[src/asq_pkg.sv]
// Register map, field layout and event bits of the slot, window and result queue block
`default_nettype none
package asq_pkg;
	localparam int ADDR_W = 10;
	localparam logic [ADDR_W-1:0] OFS_SLOT6 = 10'h024;
	localparam logic [ADDR_W-1:0] OFS_SLOT7 = 10'h028;
	localparam logic [ADDR_W-1:0] OFS_UPPER = 10'h02C;
	localparam logic [ADDR_W-1:0] OFS_LOWER = 10'h030;
	localparam logic [ADDR_W-1:0] OFS_FIFO = 10'h038;
	localparam logic [ADDR_W-1:0] OFS_IRQ_ENABLE = 10'h200;
	localparam logic [ADDR_W-1:0] OFS_INTSTAT = 10'h204;
	localparam logic [ADDR_W-1:0] OFS_INTCLR = 10'h208;
	localparam logic [ADDR_W-1:0] OFS_INTSET = 10'h20C;
	localparam logic [31:0] RST_VAL = 32'h0000_0000;
	// Slot configuration fields
	localparam int AVG_LSB = 24;
	localparam int AVG_W = 3;
	localparam int RES_LSB = 16;
	localparam int RES_W = 2;
	localparam int SEL_LSB = 8;
	localparam int SEL_W = 4;
	localparam int BIT_WIN = 1;
	localparam int BIT_ACTIVE = 0;
	localparam logic [31:0] CFG_WMASK = 32'h0703_0F03;
	// Input select codes
	localparam logic [SEL_W-1:0] CH_DIFF0 = 4'hA;
	localparam logic [SEL_W-1:0] CH_TEMP = 4'hC;
	localparam logic [SEL_W-1:0] CH_GND = 4'hE;
	// Limits and queue word
	localparam int LIM_W = 20;
	localparam int DATA_W = 20;
	localparam int SLOT_W = 3;
	localparam int SLOT_LSB = 28;
	localparam int CNT_LSB = 20;
	localparam int CNT_W = 8;
	localparam int SAMPLE_W = 14;
	localparam int FRAC_W = 6;
	localparam int ACC_W = 21;
	localparam logic [SLOT_W-1:0] SLOT_BASE = 3'h6;
	// Interrupt event bits
	localparam int INT_W = 6;
	localparam int EV_SAMPLE = 0;
	localparam int EV_SWEEP = 1;
	localparam int EV_Q75 = 2;
	localparam int EV_FULL = 3;
	localparam int EV_EXIT = 4;
	localparam int EV_ENTRY = 5;
endpackage : asq_pkg
`default_nettype wire

[src/asq_slot_window_fifo.sv]
// Slot 6/7 configuration, window comparator, result queue and interrupt registers
`default_nettype none
module asq_slot_window_fifo
	import asq_pkg::*;
#(
	parameter int FIFO_DEPTH = 16
) (
	input wire logic i_sys_clk, // System clock
	input wire logic i_rst, // Async reset, high
	input wire logic [ADDR_W-1:0] i_addr, // Register byte address
	input wire logic [31:0] i_wdata, // Write data
	input wire logic i_wr, // Write strobe
	input wire logic i_rd, // Read strobe
	output logic [31:0] o_rdata, // Read data, cycle after strobe
	input wire logic i_meas_valid, // One raw measurement
	input wire logic [SLOT_W-1:0] i_meas_slot, // Slot of measurement
	input wire logic [SAMPLE_W-1:0] i_meas_data, // Raw 14-bit sample
	input wire logic i_scan_done, // Scan finished pulse
	output logic [1:0] o_slot_active, // Bit 0 slot 6, bit 1 slot 7
	output logic [1:0] o_slot_window_enable, // Window enable per slot
	output logic [AVG_W-1:0] o_slot6_average_count, // Averaging code
	output logic [AVG_W-1:0] o_slot7_average_count, // Averaging code
	output logic [RES_W-1:0] o_slot6_resolution, // Precision code
	output logic [RES_W-1:0] o_slot7_resolution, // Precision code
	output logic [SEL_W-1:0] o_slot6_input_select, // Input code
	output logic [SEL_W-1:0] o_slot7_input_select, // Input code
	output logic [1:0] o_slot_differential, // Pad pair selected
	output logic [1:0] o_slot_internal, // Internal source selected
	output logic o_irq // Level interrupt
);
	localparam int PTR_W = $clog2(FIFO_DEPTH);
	localparam logic [CNT_W-1:0] Q_FULL = CNT_W'(FIFO_DEPTH);
	localparam logic [CNT_W-1:0] Q_75 = CNT_W'((FIFO_DEPTH * 3) / 4);

	logic [31:0] cfg_ff [2];
	logic [LIM_W-1:0] upper_ff;
	logic [LIM_W-1:0] lower_ff;
	logic [INT_W-1:0] irq_enable_ff;
	logic [INT_W-1:0] stat_ff;
	logic [31:0] rdata_ff;
	logic [SLOT_W+DATA_W-1:0] mem [FIFO_DEPTH];
	logic [PTR_W-1:0] wptr_ff;
	logic [PTR_W-1:0] rptr_ff;
	logic [CNT_W-1:0] count_ff;
	logic [ACC_W-1:0] acc_ff [2];
	logic [CNT_W-1:0] nmeas_ff [2];
	logic [1:0] inside_ff;
	logic [1:0] known_ff;
	logic [1:0] res_valid;
	logic [DATA_W-1:0] res_data [2];
	logic [1:0] enter;
	logic [1:0] leave;

	// Address decode
	logic sel_upper, sel_lower, sel_fifo, sel_irq_enable, sel_stat, sel_clr, sel_set;
	assign sel_upper = (i_addr == OFS_UPPER);
	assign sel_lower = (i_addr == OFS_LOWER);
	assign sel_fifo = (i_addr == OFS_FIFO);
	assign sel_irq_enable = (i_addr == OFS_IRQ_ENABLE);
	assign sel_stat = (i_addr == OFS_INTSTAT);
	assign sel_clr = (i_addr == OFS_INTCLR);
	assign sel_set = (i_addr == OFS_INTSET);

	// Per-slot configuration, averaging and window tracking
	for (genvar k = 0; k < 2; k++) begin : g_slot
		logic wr_cfg, hit, last, inside_now, cmp;
		logic [AVG_W-1:0] avg;
		logic [CNT_W-1:0] target;
		logic [SAMPLE_W-1:0] trunc_mask, meas_trunc;
		logic [ACC_W-1:0] sum;
		logic [SEL_W-1:0] sel;
		assign wr_cfg = i_wr & (i_addr == (k == 0 ? OFS_SLOT6 : OFS_SLOT7));
		assign avg = cfg_ff[k][AVG_LSB +: AVG_W];
		assign sel = cfg_ff[k][SEL_LSB +: SEL_W];
		// Only active slots take measurements
		assign hit = i_meas_valid & (i_meas_slot == SLOT_BASE + SLOT_W'(k))
			& cfg_ff[k][BIT_ACTIVE];
		// Drop two low bits per precision step
		assign trunc_mask = ~((SAMPLE_W'(1) << {cfg_ff[k][RES_LSB +: RES_W], 1'b0})
			- SAMPLE_W'(1));
		assign meas_trunc = i_meas_data & trunc_mask;
		assign target = CNT_W'(1) << avg;
		assign last = ((nmeas_ff[k] + CNT_W'(1)) == target);
		assign sum = acc_ff[k] + ACC_W'(meas_trunc);
		assign res_valid[k] = hit & last;
		assign res_data[k] = DATA_W'({sum, FRAC_W'(0)} >> avg);
		// Input classification for the analog front end
		assign o_slot_differential[k] = (sel == CH_DIFF0) | (sel == CH_DIFF0 + SEL_W'(1));
		assign o_slot_internal[k] = (sel >= CH_TEMP) & (sel <= CH_GND);
		assign o_slot_active[k] = cfg_ff[k][BIT_ACTIVE];
		assign o_slot_window_enable[k] = cfg_ff[k][BIT_WIN];
		// Window compare against both limits
		assign inside_now = (res_data[k] >= lower_ff) & (res_data[k] <= upper_ff);
		assign cmp = res_valid[k] & cfg_ff[k][BIT_WIN];
		assign enter[k] = cmp & known_ff[k] & inside_now & ~inside_ff[k];
		assign leave[k] = cmp & known_ff[k] & ~inside_now & inside_ff[k];
		// Configuration register, writable bits only
		always_ff @(posedge i_sys_clk or posedge i_rst) begin
			if (i_rst) begin
				cfg_ff[k] <= RST_VAL;
			end else if (wr_cfg) begin
				cfg_ff[k] <= i_wdata & CFG_WMASK;
			end
		end
		// Accumulator restarts on each configuration write
		always_ff @(posedge i_sys_clk or posedge i_rst) begin
			if (i_rst) begin
				acc_ff[k] <= '0;
				nmeas_ff[k] <= '0;
			end else if (wr_cfg || (hit && last)) begin
				acc_ff[k] <= '0;
				nmeas_ff[k] <= '0;
			end else if (hit) begin
				acc_ff[k] <= sum;
				nmeas_ff[k] <= nmeas_ff[k] + CNT_W'(1);
			end
		end
		// Last window side; first compare after enabling only records it
		always_ff @(posedge i_sys_clk or posedge i_rst) begin
			if (i_rst) begin
				inside_ff[k] <= 1'b0;
				known_ff[k] <= 1'b0;
			end else if (!cfg_ff[k][BIT_WIN]) begin
				known_ff[k] <= 1'b0;
			end else if (cmp) begin
				inside_ff[k] <= inside_now;
				known_ff[k] <= 1'b1;
			end
		end
	end

	assign o_slot6_average_count = cfg_ff[0][AVG_LSB +: AVG_W];
	assign o_slot7_average_count = cfg_ff[1][AVG_LSB +: AVG_W];
	assign o_slot6_resolution = cfg_ff[0][RES_LSB +: RES_W];
	assign o_slot7_resolution = cfg_ff[1][RES_LSB +: RES_W];
	assign o_slot6_input_select = cfg_ff[0][SEL_LSB +: SEL_W];
	assign o_slot7_input_select = cfg_ff[1][SEL_LSB +: SEL_W];

	// Result selection: slots below 6 pass straight through
	logic direct, push_valid, push_ok, pop, q_empty;
	logic [SLOT_W-1:0] push_slot;
	logic [DATA_W-1:0] push_data;
	logic [CNT_W-1:0] nxt_count;
	assign direct = i_meas_valid & (i_meas_slot < SLOT_BASE);
	assign push_valid = direct | (|res_valid);
	assign push_slot = res_valid[0] ? SLOT_BASE :
		res_valid[1] ? SLOT_BASE + SLOT_W'(1) : i_meas_slot;
	assign push_data = res_valid[0] ? res_data[0] :
		res_valid[1] ? res_data[1] : {i_meas_data, FRAC_W'(0)};
	assign q_empty = (count_ff == '0);
	assign push_ok = push_valid & (count_ff != Q_FULL); // Full queue drops the result
	assign pop = i_wr & sel_fifo & ~q_empty;
	assign nxt_count = count_ff + CNT_W'(push_ok) - CNT_W'(pop);

	// Queue storage and pointers
	always_ff @(posedge i_sys_clk) begin
		if (push_ok) begin
			mem[wptr_ff] <= {push_slot, push_data};
		end
	end
	always_ff @(posedge i_sys_clk or posedge i_rst) begin
		if (i_rst) begin
			wptr_ff <= '0;
			rptr_ff <= '0;
			count_ff <= '0;
		end else begin
			wptr_ff <= wptr_ff + PTR_W'(push_ok);
			rptr_ff <= rptr_ff + PTR_W'(pop);
			count_ff <= nxt_count;
		end
	end

	// Events from conversions, scan completion, queue fill and window moves
	logic [INT_W-1:0] ev, clr_mask, set_mask, nxt_stat;
	assign ev[EV_SAMPLE] = push_valid;
	assign ev[EV_SWEEP] = i_scan_done;
	assign ev[EV_Q75] = (count_ff < Q_75) & (nxt_count >= Q_75);
	assign ev[EV_FULL] = (count_ff < Q_FULL) & (nxt_count == Q_FULL);
	assign ev[EV_EXIT] = |leave;
	assign ev[EV_ENTRY] = |enter;
	assign clr_mask = ((i_rd & sel_stat) ? '1 : '0)
		| ((i_wr & sel_clr) ? i_wdata[INT_W-1:0] : '0);
	assign set_mask = (i_wr & sel_set) ? i_wdata[INT_W-1:0] : '0;
	assign nxt_stat = (stat_ff & ~clr_mask) | ev | set_mask; // Set wins over clear
	assign o_irq = |(stat_ff & irq_enable_ff);

	// Limits, enable and status registers
	always_ff @(posedge i_sys_clk or posedge i_rst) begin
		if (i_rst) begin
			upper_ff <= '0;
			lower_ff <= '0;
			irq_enable_ff <= '0;
			stat_ff <= '0;
		end else begin
			if (i_wr && sel_upper) upper_ff <= i_wdata[LIM_W-1:0];
			if (i_wr && sel_lower) lower_ff <= i_wdata[LIM_W-1:0];
			if (i_wr && sel_irq_enable) irq_enable_ff <= i_wdata[INT_W-1:0];
			stat_ff <= nxt_stat;
		end
	end

	// Read multiplexer, unused and reserved bits read zero
	logic [SLOT_W+DATA_W-1:0] head;
	logic [31:0] q_word, rd_mux;
	assign head = q_empty ? '0 : mem[rptr_ff];
	assign q_word = {1'b0, head[DATA_W +: SLOT_W], count_ff, head[DATA_W-1:0]};
	assign rd_mux = (i_addr == OFS_SLOT6) ? cfg_ff[0] :
		(i_addr == OFS_SLOT7) ? cfg_ff[1] :
		sel_upper ? {12'h000, upper_ff} :
		sel_lower ? {12'h000, lower_ff} :
		sel_fifo ? q_word :
		sel_irq_enable ? {26'h000_0000, irq_enable_ff} :
		sel_stat ? {26'h000_0000, stat_ff} : RST_VAL;
	always_ff @(posedge i_sys_clk or posedge i_rst) begin
		if (i_rst) begin
			rdata_ff <= RST_VAL;
		end else begin
			rdata_ff <= i_rd ? rd_mux : RST_VAL;
		end
	end
	assign o_rdata = rdata_ff;
endmodule : asq_slot_window_fifo
`default_nettype wire

[config.mk]
export PLATFORM = sky130hd
export DESIGN_NAME = asq_slot_window_fifo
export DESIGN_NICKNAME = d
export VERILOG_FILES = /design/src/asq_pkg.sv /design/src/asq_slot_window_fifo.sv
export SDC_FILE = /design/constraint.sdc
export NUM_CORES = 1
export LEC_CHECK = 0
export BUFFER_PORTS_ARGS = -buffer_cell sky130_fd_sc_hd__clkbuf_2
export CAP_MARGIN = 20
export CELL_PAD_IN_SITES_DETAIL_PLACEMENT = 1
export CELL_PAD_IN_SITES_GLOBAL_PLACEMENT = 1
export CORE_AREA = 5 5 337 256
export CTS_CLUSTER_SIZE = 10
export DETAILED_ROUTE_END_ITERATION = 7
export DIE_AREA = 0 0 342 261
export GPL_ROUTABILITY_DRIVEN = 0
export PLACE_DENSITY = 0.71
export SKIP_CTS_REPAIR_TIMING = 1
export SLEW_MARGIN = 25
export SYNTH_ARGS = -nofsm -noshare
export SYNTH_HDL_FRONTEND = slang
export SYNTH_SLANG_ARGS = --single-unit
[constraint.sdc]
create_clock -name i_sys_clk -period 6.01 [get_ports i_sys_clk]
set_input_delay 1.5025 -clock i_sys_clk [delete_from_list [all_inputs] [get_ports i_sys_clk]]
set_output_delay 1.5025 -clock i_sys_clk [all_outputs]
set_load 0.005 [all_outputs]
-- After elaboration in Yosys (flattened, before gate mapping)
Memory sizes are Yosys's and may differ from the RTL's.
Index checks and enable logic that the tools add are counted.
- word-level logic and storage cells: 165
- register bits after elaboration: 183
- memories kept: 1
- memory bits (writable): 368
- memories (memory ; words ; width ; read ports ; clocked after Yosys merged registers in ; write ports ; line ; text):
    mem ; 16 ; 23 ; 1 ; 0 ; 1 ; asq_slot_window_fifo.sv:41 ; logic [SLOT_W+DATA_W-1:0] mem [FIFO_DEPTH];
- mux-type cells: 30
- add/sub/neg operators: 10
- reductions and logical operators: 16
- bitwise operators: 51
- order comparisons: 12
- equality and inequality tests: 21
- shift operators: 6
- operator list (operator ; number):
    $mux W31 ; 6
    $mux W21 ; 4
    $shr A27 B3 Y20 ; 2
    $eq A10 B6 Y1 const B ; 5
    $add A21 B14 Y21 ; 2
    $eq A10 B10 Y1 const B ; 4
    $ge A20 B20 Y1 ; 2
    $le A20 B20 Y1 ; 2
    $mux W20 ; 2
    $and A1 B1 Y1 ; 33
    $mux W8 ; 4
    $mux W6 ; 5
    $and A14 B14 Y14 ; 2
    $not A14 Y14 ; 2
    $shl A1 B3 Y14 const A ; 2
    $sub A14 B2 Y14 const B ; 2
    $mux W23 ; 1
    $or A6 B6 Y6 ; 3
    $add A8 B1 Y8 const B ; 2
    $eq A4 B4 Y1 const B ; 4
    $eq A8 B8 Y1 ; 2
    $shl A1 B3 Y8 const A ; 2
    $and A6 B6 Y6 ; 2
    $add A4 B1 Y4 ; 2
    other kinds (24) ; 49

-- Longest topological paths before layout
Gate-level depths: netlist of the first run.
- depth after elaboration: 14
- gate-level depth with buffers: 24
- depth with buffers taken out: 24

-- Worst setup path after synthesis of the first run
Ideal clock, no wire load.
- kind: input-to-reg
- start point: input port i_meas_data[0]
- end point: register inside_ff[1]
- slack: 450 ps
- stages on the path: 21
- setup time: 125 ps
- path buffers: 0
- data arrival time: 5436 ps
- cells stage by stage: and2_1 -> ha_1 -> inv_1 -> fa_1 -> nor2b_1 -> o31a_1 -> a31oi_1 -> a311oi_1 -> a21oi_1 -> a221o_1 -> o21a_1 -> nor3_1 -> nor2_1 -> ha_1 -> nand4_1 -> nor4_1 -> inv_1 -> o221ai_1 -> o22ai_1 -> and3_1 -> mux2_2
- longest elaborated chain between the ends: 5
- RTL lines (what ; line ; text):
    start: declaration ; asq_slot_window_fifo.sv:17 ; input wire logic [SAMPLE_W-1:0] i_meas_data,
    $and A14 B14 Y14 (*) ; asq_slot_window_fifo.sv:81 ; assign meas_trunc = i_meas_data & trunc_mask;
    $add A21 B14 Y21 (*) ; asq_slot_window_fifo.sv:84 ; assign sum = acc_ff[k] + ACC_W'(meas_trunc);
    $shr A27 B3 Y20 (*) ; asq_slot_window_fifo.sv:86 ; assign res_data[k] = DATA_W'({sum, FRAC_W'(0)} >> avg);
    $ge A20 B20 Y1 / $le A20 B20 Y1 (equally long branches) ; asq_slot_window_fifo.sv:93 ; assign inside_now = (res_data[k] >= lower_ff) & (res_data[k] <= upper_ff);
    $and A1 B1 Y1 (*) ; asq_slot_window_fifo.sv:93 ;
    end signal: indexed assignment ; asq_slot_window_fifo.sv:126 ; inside_ff[k] <= inside_now;
    end: declaration ; asq_slot_window_fifo.sv:47 ; logic [1:0] inside_ff;
Every way passes the cells marked *; elsewhere a longest branch is shown, timed or not.
A chain may end at the register's enable or synchronous reset.

-- Worst setup path in the final report of the first run
- start point: input port i_meas_data[0]
- end point: register stat_ff[5]
- longest elaborated chain between the ends: 10
- RTL lines (what ; line ; text):
    $and A14 B14 Y14 ; asq_slot_window_fifo.sv:81 ;
    $add A21 B14 Y21 ; asq_slot_window_fifo.sv:84 ;
    $shr A27 B3 Y20 ; asq_slot_window_fifo.sv:86 ;
    $ge A20 B20 Y1 / $le A20 B20 Y1 (equally long branches) ; asq_slot_window_fifo.sv:93 ;
    $and A1 B1 Y1 ; asq_slot_window_fifo.sv:93 ;
    $and A1 B1 Y1 (2 in a row) ; asq_slot_window_fifo.sv:95 ; assign enter[k] = cmp & known_ff[k] & inside_now & ~inside_ff[k];
    $reduce_or A2 Y1 (*) ; asq_slot_window_fifo.sv:180 ; assign ev[EV_ENTRY] = |enter;
    $or A6 B6 Y6 (*) (2 in a row) ; asq_slot_window_fifo.sv:184 ; assign nxt_stat = (stat_ff & ~clr_mask) | ev | set_mask;
    named net nxt_stat[5] ; asq_slot_window_fifo.sv:174 ; logic [INT_W-1:0] ev, clr_mask, set_mask, nxt_stat;
    end signal: assignment ; asq_slot_window_fifo.sv:198 ; stat_ff <= nxt_stat;
    end: declaration ; asq_slot_window_fifo.sv:39 ; logic [INT_W-1:0] stat_ff;
The timed path passes the listed nets; every way through them passes the cells marked *.

==> results of run 1 <==
## final timing paths
| kind | start | end | slack (ns) | cells past startpoint |
|---|---|---|---|---|
| worst min register to register | rptr_ff[3] | rptr_ff[3] | 0.48 | 1 |
| worst min-delay path | rptr_ff[3] | rptr_ff[3] | 0.48 | 1 |
| worst max register to register | o_slot6_resolution[0] | stat_ff[5] | 0.29 | 22 |
| min in group asynchronous | i_rst | o_rdata[17] | 0.92 | 2 |
| worst max-delay path | i_meas_data[0] | stat_ff[5] | 0.25 | 21 |
| max in group asynchronous | i_rst | o_slot7_resolution[1] | 3.93 | 3 |
## cells by family after synthesis
family / count (synthesis)
simple gates: 598
flops: 551
compound gates: 467
mux: 232
buf+inv: 203
fa+ha+maj: 133
xor+xnor: 75
other cells: 1
## cell type report
type / instances / area [um^2]
well taps: 1128 / 1411
repair buffers: 325 / 2257
flip-flops and latches: 551 / 15640
clock inverters: 8 / 135.1
clock buffers: 96 / 1868
inverters: 85 / 322.8
fillers: 8773 / 49020
multi-input cells: 1506 / 12330
## state kept, by name, summed over array words and instances (netlist names), 4 cells and up
name,flops
o_rdata,31
acc_ff,42
stat_ff,6
count_ff,8
lower_ff,20
wptr_ff,4
o_slot6_input_select,4
o_slot7_input_select,4
rptr_ff,4
irq_enable_ff,6
nmeas_ff,16
upper_ff,20
mem,368
## worst max-delay path: cells and delay by family
| family | cells | cell delay, ns |
|---|---|---|
| compound gates | 8 | 1.69 |
| xor+xnor | 1 | 0.17 |
| fa+ha+maj | 3 | 0.92 |
| simple gates | 4 | 0.68 |
| mux | 2 | 0.89 |
| buf+inv | 3 | 0.41 |
## per-layer routing
layer	share of wire	track usage
met5	0.00024	0
met4	0.022	0.05350
met3	0.10	0.06230
met2	0.43	0.3117
met1	0.45	0.3105
## through the flow
| step | TNS [ns] | area, um^2 | cells | setup slack (ns) |
|---|---|---|---|---|
| after floorplan | 0 | 28610 | 2260 | 0.4497 |
| after global placement | -0.8078 | 31860 | 3594 | -0.3118 |
| after detailed placement | -1.541 | 31860 | 3594 | -0.4550 |
| after CTS | 0 | 33860 | 3698 | 0.1908 |
| after global routing | 0 | 33970 | 3699 | 0.008488 |
| final | 0 | 33970 | 3699 | 0.2496 |
## power groups by stage
stage                     registers (mW)  logic (mW)  clock network (mW)
after floorplan                     4.44       0.732                   0
after global placement              4.47        1.17                   0
after global routing                4.43        1.37                4.06
final                               4.42        1.26                3.81
after detailed placement            4.49        1.24                   0
after CTS                           4.42        1.25                3.89
## placed cells by master, fill, tap and decap left out, types with 84 or more instances in the layout
master,n
buf_4,204
mux2_2,84
a21oi_1,131
edfxtp_1,368
clkbuf_2,113
mux4_2,106
dfrtp_1,180
ha_1,130
nand2_1,196
nor2_1,137
==> flow_metrics.env, run 1 <==
export IMPL_yosysTopAreaCell="edfxtp_1"
export IMPL_grt_usage=0.2126
export IMPL_start_util=0.3446
export IMPL_cts_tree="done"
export IMPL_seqPwrFrac=0.466
export IMPL_grt_ovfl_total=0
export IMPL_finalHoldViolCount=0
export IMPL_synthTopCellsByCount="edfxtp_1, nand2_1, dfrtp_1"
export IMPL_synth_distinct_cells=85
export IMPL_peakVddDrop_uv=166.9
export IMPL_dieArea_mm2=0.08926
export IMPL_vias=21210
export IMPL_synth_adder_area_share=0.05897
export IMPL_fmax_ghz=0.1736
export IMPL_finalPower_mw=9.485
export IMPL_slew_headroom=0.2490
export IMPL_vias_per_cell=5.733
export IMPL_seq_area_frac_synth=0.5464
export IMPL_detail_route_drc_violations=0
export IMPL_crit_top_cell="ha_1"
export IMPL_fp_coreArea_mm2=0.08299
export IMPL_cts_root_buffer="clkbuf_16"
export IMPL_setup_worst_path_class="in -> reg"
export IMPL_start_kind="input pin"
export IMPL_antenna_found_initial=3
export IMPL_cp_required_ns=6.53
export IMPL_slew_viol_final=0
export IMPL_synth_top_flop_cell="edfxtp_1"
export IMPL_std_cell_rows=92
export IMPL_grt_pass1_wl_um=143200
export IMPL_fin_crit_ns=5.760
export IMPL_cp_slowest_cell="mux4_2"
export IMPL_crit_chain="clkbuf_2 -> and2_1 -> ha_1 -> inv_1 -> fa_1 -> nor2b_1 -> o31a_1 -> o21ai_0 -> a21oi_1 -> xor2_1 -> mux4_2 -> mux2_2 -> ha_1 -> and4_1 -> a2111oi_2 -> o211ai_1 -> and3_1 -> o32ai_1 -> buf_4 -> o41ai_1 -> a21o_1"
export IMPL_clkPwrFrac=0.401
export IMPL_io_buffer_count=113
export IMPL_combPwrFrac=0.133
export IMPL_drive_above_1_share=0.2575
export IMPL_drt_iter0_markers=2048
export IMPL_p_per_area_mw_per_mm2=279.2
export IMPL_yosysWarnings=0
export IMPL_p_int_mw=7.016
export IMPL_synth_top_family_by_area="multiplexers"
export IMPL_routed_wl_um=96280
export IMPL_final_util=0.4093
export IMPL_nets=2734
export IMPL_leakage_nw=13.10
export IMPL_synth_area_mm2=0.02860
export IMPL_die_w_um=342
export IMPL_hp_class="reg -> reg"
export IMPL_synthMuxAreaShare=0.1312
export IMPL_synth_xor_area_share=0.02296
export IMPL_worstPathMaxFanout=5
export IMPL_async_flop_share=0.3321
export IMPL_finalClockSkew_ns=0.03271
export IMPL_ys_top_cells_by_area="edfxtp_1, dfrtp_1, mux4_2, ha_1, mux2_2"
export IMPL_rsz0062_at_grt="no"
export IMPL_switching_power_mw=2.469
export IMPL_ys_seq_elements=551
export IMPL_detail_route_wl_per_cell_um=26.03
export IMPL_antenna_left=0
export IMPL_io_pins=124
export IMPL_cts_inserted_buffers=67
export IMPL_cap_viol_max_count=0
export IMPL_switching_share=0.2603
export IMPL_status="finished clean"
export IMPL_critPathMaxStageDelay_ns=0.56
export IMPL_synth_area_per_cell_um2=12.66
export IMPL_synth_compound_area_frac=0.1125
export IMPL_grt_max_degree=108
export IMPL_synthSimpleGateAreaFrac=0.09991
export IMPL_synthDominantCellAreaShare=0.3863
export IMPL_tightestPinTransition_ns=1.124
export IMPL_clk_pin_slew_ns=0.06
export IMPL_diodes=0
export IMPL_synth_nets=2458
export IMPL_die_y_um=261
export IMPL_end_kind="flop"
export IMPL_grt_pass1_vias=22130
export IMPL_crit_arrival_ns=6.28
export IMPL_drtPass1Iterations=5
export IMPL_clk_latency_ns=0.62
export IMPL_post_dp_hpwl_um=68590
export IMPL_netlist_instances=2260
export IMPL_min_period_over_period=0.9585
export IMPL_timing_hold_ws_ns=0.4814
export IMPL_synth_most_common_cell="edfxtp_1"
export IMPL_setup_violations_final=0
export IMPL_synth_edff_count=368
export IMPL_cts_sinks=551
export IMPL_htreeDepth=3
export IMPL_clock_path_buffers=3
export IMPL_syn_to_final_growth_pct=18.76
Note: power is estimated with default switching activity, not from simulation.
==> run 2: changes to the inputs <==
--- a/config.mk
+++ b/config.mk
@@ -14,7 +14,7 @@
 export DETAILED_ROUTE_END_ITERATION = 7
 export DIE_AREA = 0 0 342 261
 export GPL_ROUTABILITY_DRIVEN = 0
-export PLACE_DENSITY = 0.71
+export PLACE_DENSITY = 0.69
 export SKIP_CTS_REPAIR_TIMING = 1
 export SLEW_MARGIN = 25
 export SYNTH_ARGS = -nofsm -noshare
==> constraint.sdc (replaced) <==
create_clock -name i_sys_clk -period 6.64 [get_ports i_sys_clk]
set_input_delay 1.66 -clock i_sys_clk [delete_from_list [all_inputs] [get_ports i_sys_clk]]
set_output_delay 1.66 -clock i_sys_clk [all_outputs]
set_load 0.005 [all_outputs]
==> run 2 against run 1 <==
Against the previous run:
- hold slack improved by 0.026 ns
- via count decreased by 2.7%
- final cell count decreased by 2.9%
- sequential power decreased by 9.5%
- cell area decreased by 3.2%
- clock skew increased by 0.0086 ns
- register-to-register slack improved by 0.08 ns
- clock-buffer cell count increased by 5
- critical path type unchanged
- largest cell class unchanged
==> flow_metrics.env, run 2 (synthesized netlist as in run 1, its figures left out) <==
export IMPL_dieArea_mm2=0.08926
export IMPL_cts_sinks=551
export IMPL_r2r_slack_ns=0.37
export IMPL_cp_required_ns=7.12
export IMPL_worstPathMaxFanout=7
export IMPL_grt_usage=0.2088
export IMPL_rsz0062_at_grt="no"
export IMPL_post_dp_hpwl_um=67430
export IMPL_nets=2623
export IMPL_drt_iter0_markers=2286
export IMPL_cts_tree="done"
export IMPL_detail_route_wl_per_cell_um=26.12
export IMPL_timing_hold_ws_ns=0.5079
export IMPL_fin_crit_ns=6.432
export IMPL_largest_reg_flops=368
export IMPL_peakVddDrop_uv=144.2
export IMPL_grt_pass1_wl_um=140700
export IMPL_antenna_found_initial=4
export IMPL_r2r_end="inside_ff[1]"
export IMPL_hp_start="lower_ff[10]"
export IMPL_cap_viol_max_count=0
export IMPL_routed_wl_um=93840
export IMPL_fill_cells=8777
export IMPL_die_w_um=342
export IMPL_start_kind="input pin"
export IMPL_cts_inserted_buffers=66
export IMPL_tightestPinTransition_ns=0.9851
export IMPL_slew_viol_final=0
export IMPL_setup_worst_path_class="in -> reg"
export IMPL_grt_max_degree=113
export IMPL_vias=20630
export IMPL_fp_coreArea_mm2=0.08299
export IMPL_final_common_cell="edfxtp_1"
export IMPL_io_pins=124
export IMPL_htreeDepth=3
export IMPL_hold_path_depth=1
export IMPL_cts_root_buffer="clkbuf_16"
export IMPL_clk_latency_ns=0.63
export IMPL_grt_ovfl_total=0
export IMPL_die_y_um=261
export IMPL_antenna_left=0
export IMPL_reg2regPathDepth=25
export IMPL_detail_route_drc_violations=0
export IMPL_vias_per_cell=5.742
export IMPL_whs_endpoint="lower_ff[10]"
export IMPL_end_kind="flop"
export IMPL_p_per_area_mw_per_mm2=255.7
export IMPL_top_register="mem"
export IMPL_crit_arrival_ns=6.92
export IMPL_slew_headroom=0.3433
export IMPL_drtPass1Iterations=5
export IMPL_fmax_ghz=0.1555
export IMPL_finalClockSkew_ns=0.04129
export IMPL_layout_common_cells="edfxtp_1, nand2_1, dfrtp_1"
export IMPL_min_period_over_period=0.9686
export IMPL_status="finished clean"
export IMPL_io_buffer_count=113
export IMPL_grt_pass1_vias=21430
export IMPL_syn_to_final_growth_pct=15.00
export IMPL_setup_violations_final=0
export IMPL_clock_path_buffers=3
export IMPL_start_util=0.3446
export IMPL_clk_pin_slew_ns=0.06
export IMPL_hp_class="reg -> reg"
export IMPL_leakage_nw=12.49
export IMPL_drive_above_1_share=0.2184
export IMPL_final_util=0.3964
export IMPL_finalHoldViolCount=0
export IMPL_r2r_start="o_slot7_resolution[0]"
export IMPL_std_cell_rows=92
==> run 2: cell types whose count changed in the layout (fill, tap and decap cells not counted), moves of 4 or more <==
| cell | previous run | this run |
|---|---|---|
| buf_12 | 8 | 2 |
| buf_4 | 204 | 100 |
| clkbuf_1 | 23 | 29 |
| clkinv_8 | 4 | 0 |
==> run 2: worst max-delay path by stage <==
stage | start | endpoint | cells past startpoint
2_1_floorplan | i_rst | acc_ff[0] | 1
3_3_place_gp | i_meas_data[0] | inside_ff[1] | 24
3_5_place_dp | i_meas_data[0] | inside_ff[1] | 24
4_1_cts | i_meas_data[0] | inside_ff[1] | 24
5_1_grt | i_meas_data[0] | inside_ff[1] | 24
6_report | i_meas_data[0] | inside_ff[1] | 24
==> run 2: stage by stage <==
stage | instance area [um^2] | setup TNS [ns] | setup WS [ns] | cells | power [mW]
after global routing | 32890 | 0 | 0.03171 | 3591 | 8.739
after floorplan | 28600 | 0 | 0.007979 | 2260 | 4.678
after global placement | 30970 | 0 | 0.04624 | 3485 | 5.028
final | 32900 | 0 | 0.2084 | 3593 | 8.410
after CTS | 32890 | 0 | 0.4991 | 3591 | 8.476
after detailed placement | 30980 | -0.1757 | -0.1402 | 3485 | 5.111
==> run 2: routing by layer <==
metal / wire [um] / track usage
met1: 44450 / 0.3224
met2: 39580 / 0.3036
met3: 7951 / 0.04062
met4: 1851 / 0.04717
met5: 0 / 0
==> run 2: worst max-delay path, stage by stage <==
cell       delay [ns]
clkbuf_2         0.15
and2_1           0.15
ha_1             0.17
inv_1            0.06
fa_1             0.40
nor2b_1          0.19
o31a_1           0.19
a31oi_1          0.22
a311oi_1         0.31
buf_4            0.20
and2_1           0.23
a311oi_1         0.14
a2111oi_2        0.49
nor3_1           0.10
nor2_1           0.16
buf_4            0.18
ha_1             0.15
nand4_1          0.24
nor4_1           0.46
inv_1            0.13
o221ai_1         0.21
o22ai_1          0.10
and3_1           0.30
mux2_2           0.30
==> run 2: where the power goes <==
group | switching (mW) | leakage (nW) | internal [mW]
sequential | 0.106 | 5.93 | 3.89
clock | 1.41 | 0.927 | 1.93
combinational | 0.694 | 5.63 | 0.379
total | 2.21 | 12.5 | 6.20
==> run 2: layout make-up <==
class / count / area, um^2 / area share
diodes: 2 / 5.005 / 0.0001521
flip-flops and latches: 551 / 15640 / 0.4755
clock inverters: 5 / 32.53 / 0.0009889
inverters: 85 / 326.6 / 0.009927
clock buffers: 101 / 1877 / 0.05705
repair buffers: 215 / 1356 / 0.04123
multi-input cells: 1506 / 12240 / 0.3722
well taps: 1128 / 1411 / 0.04290
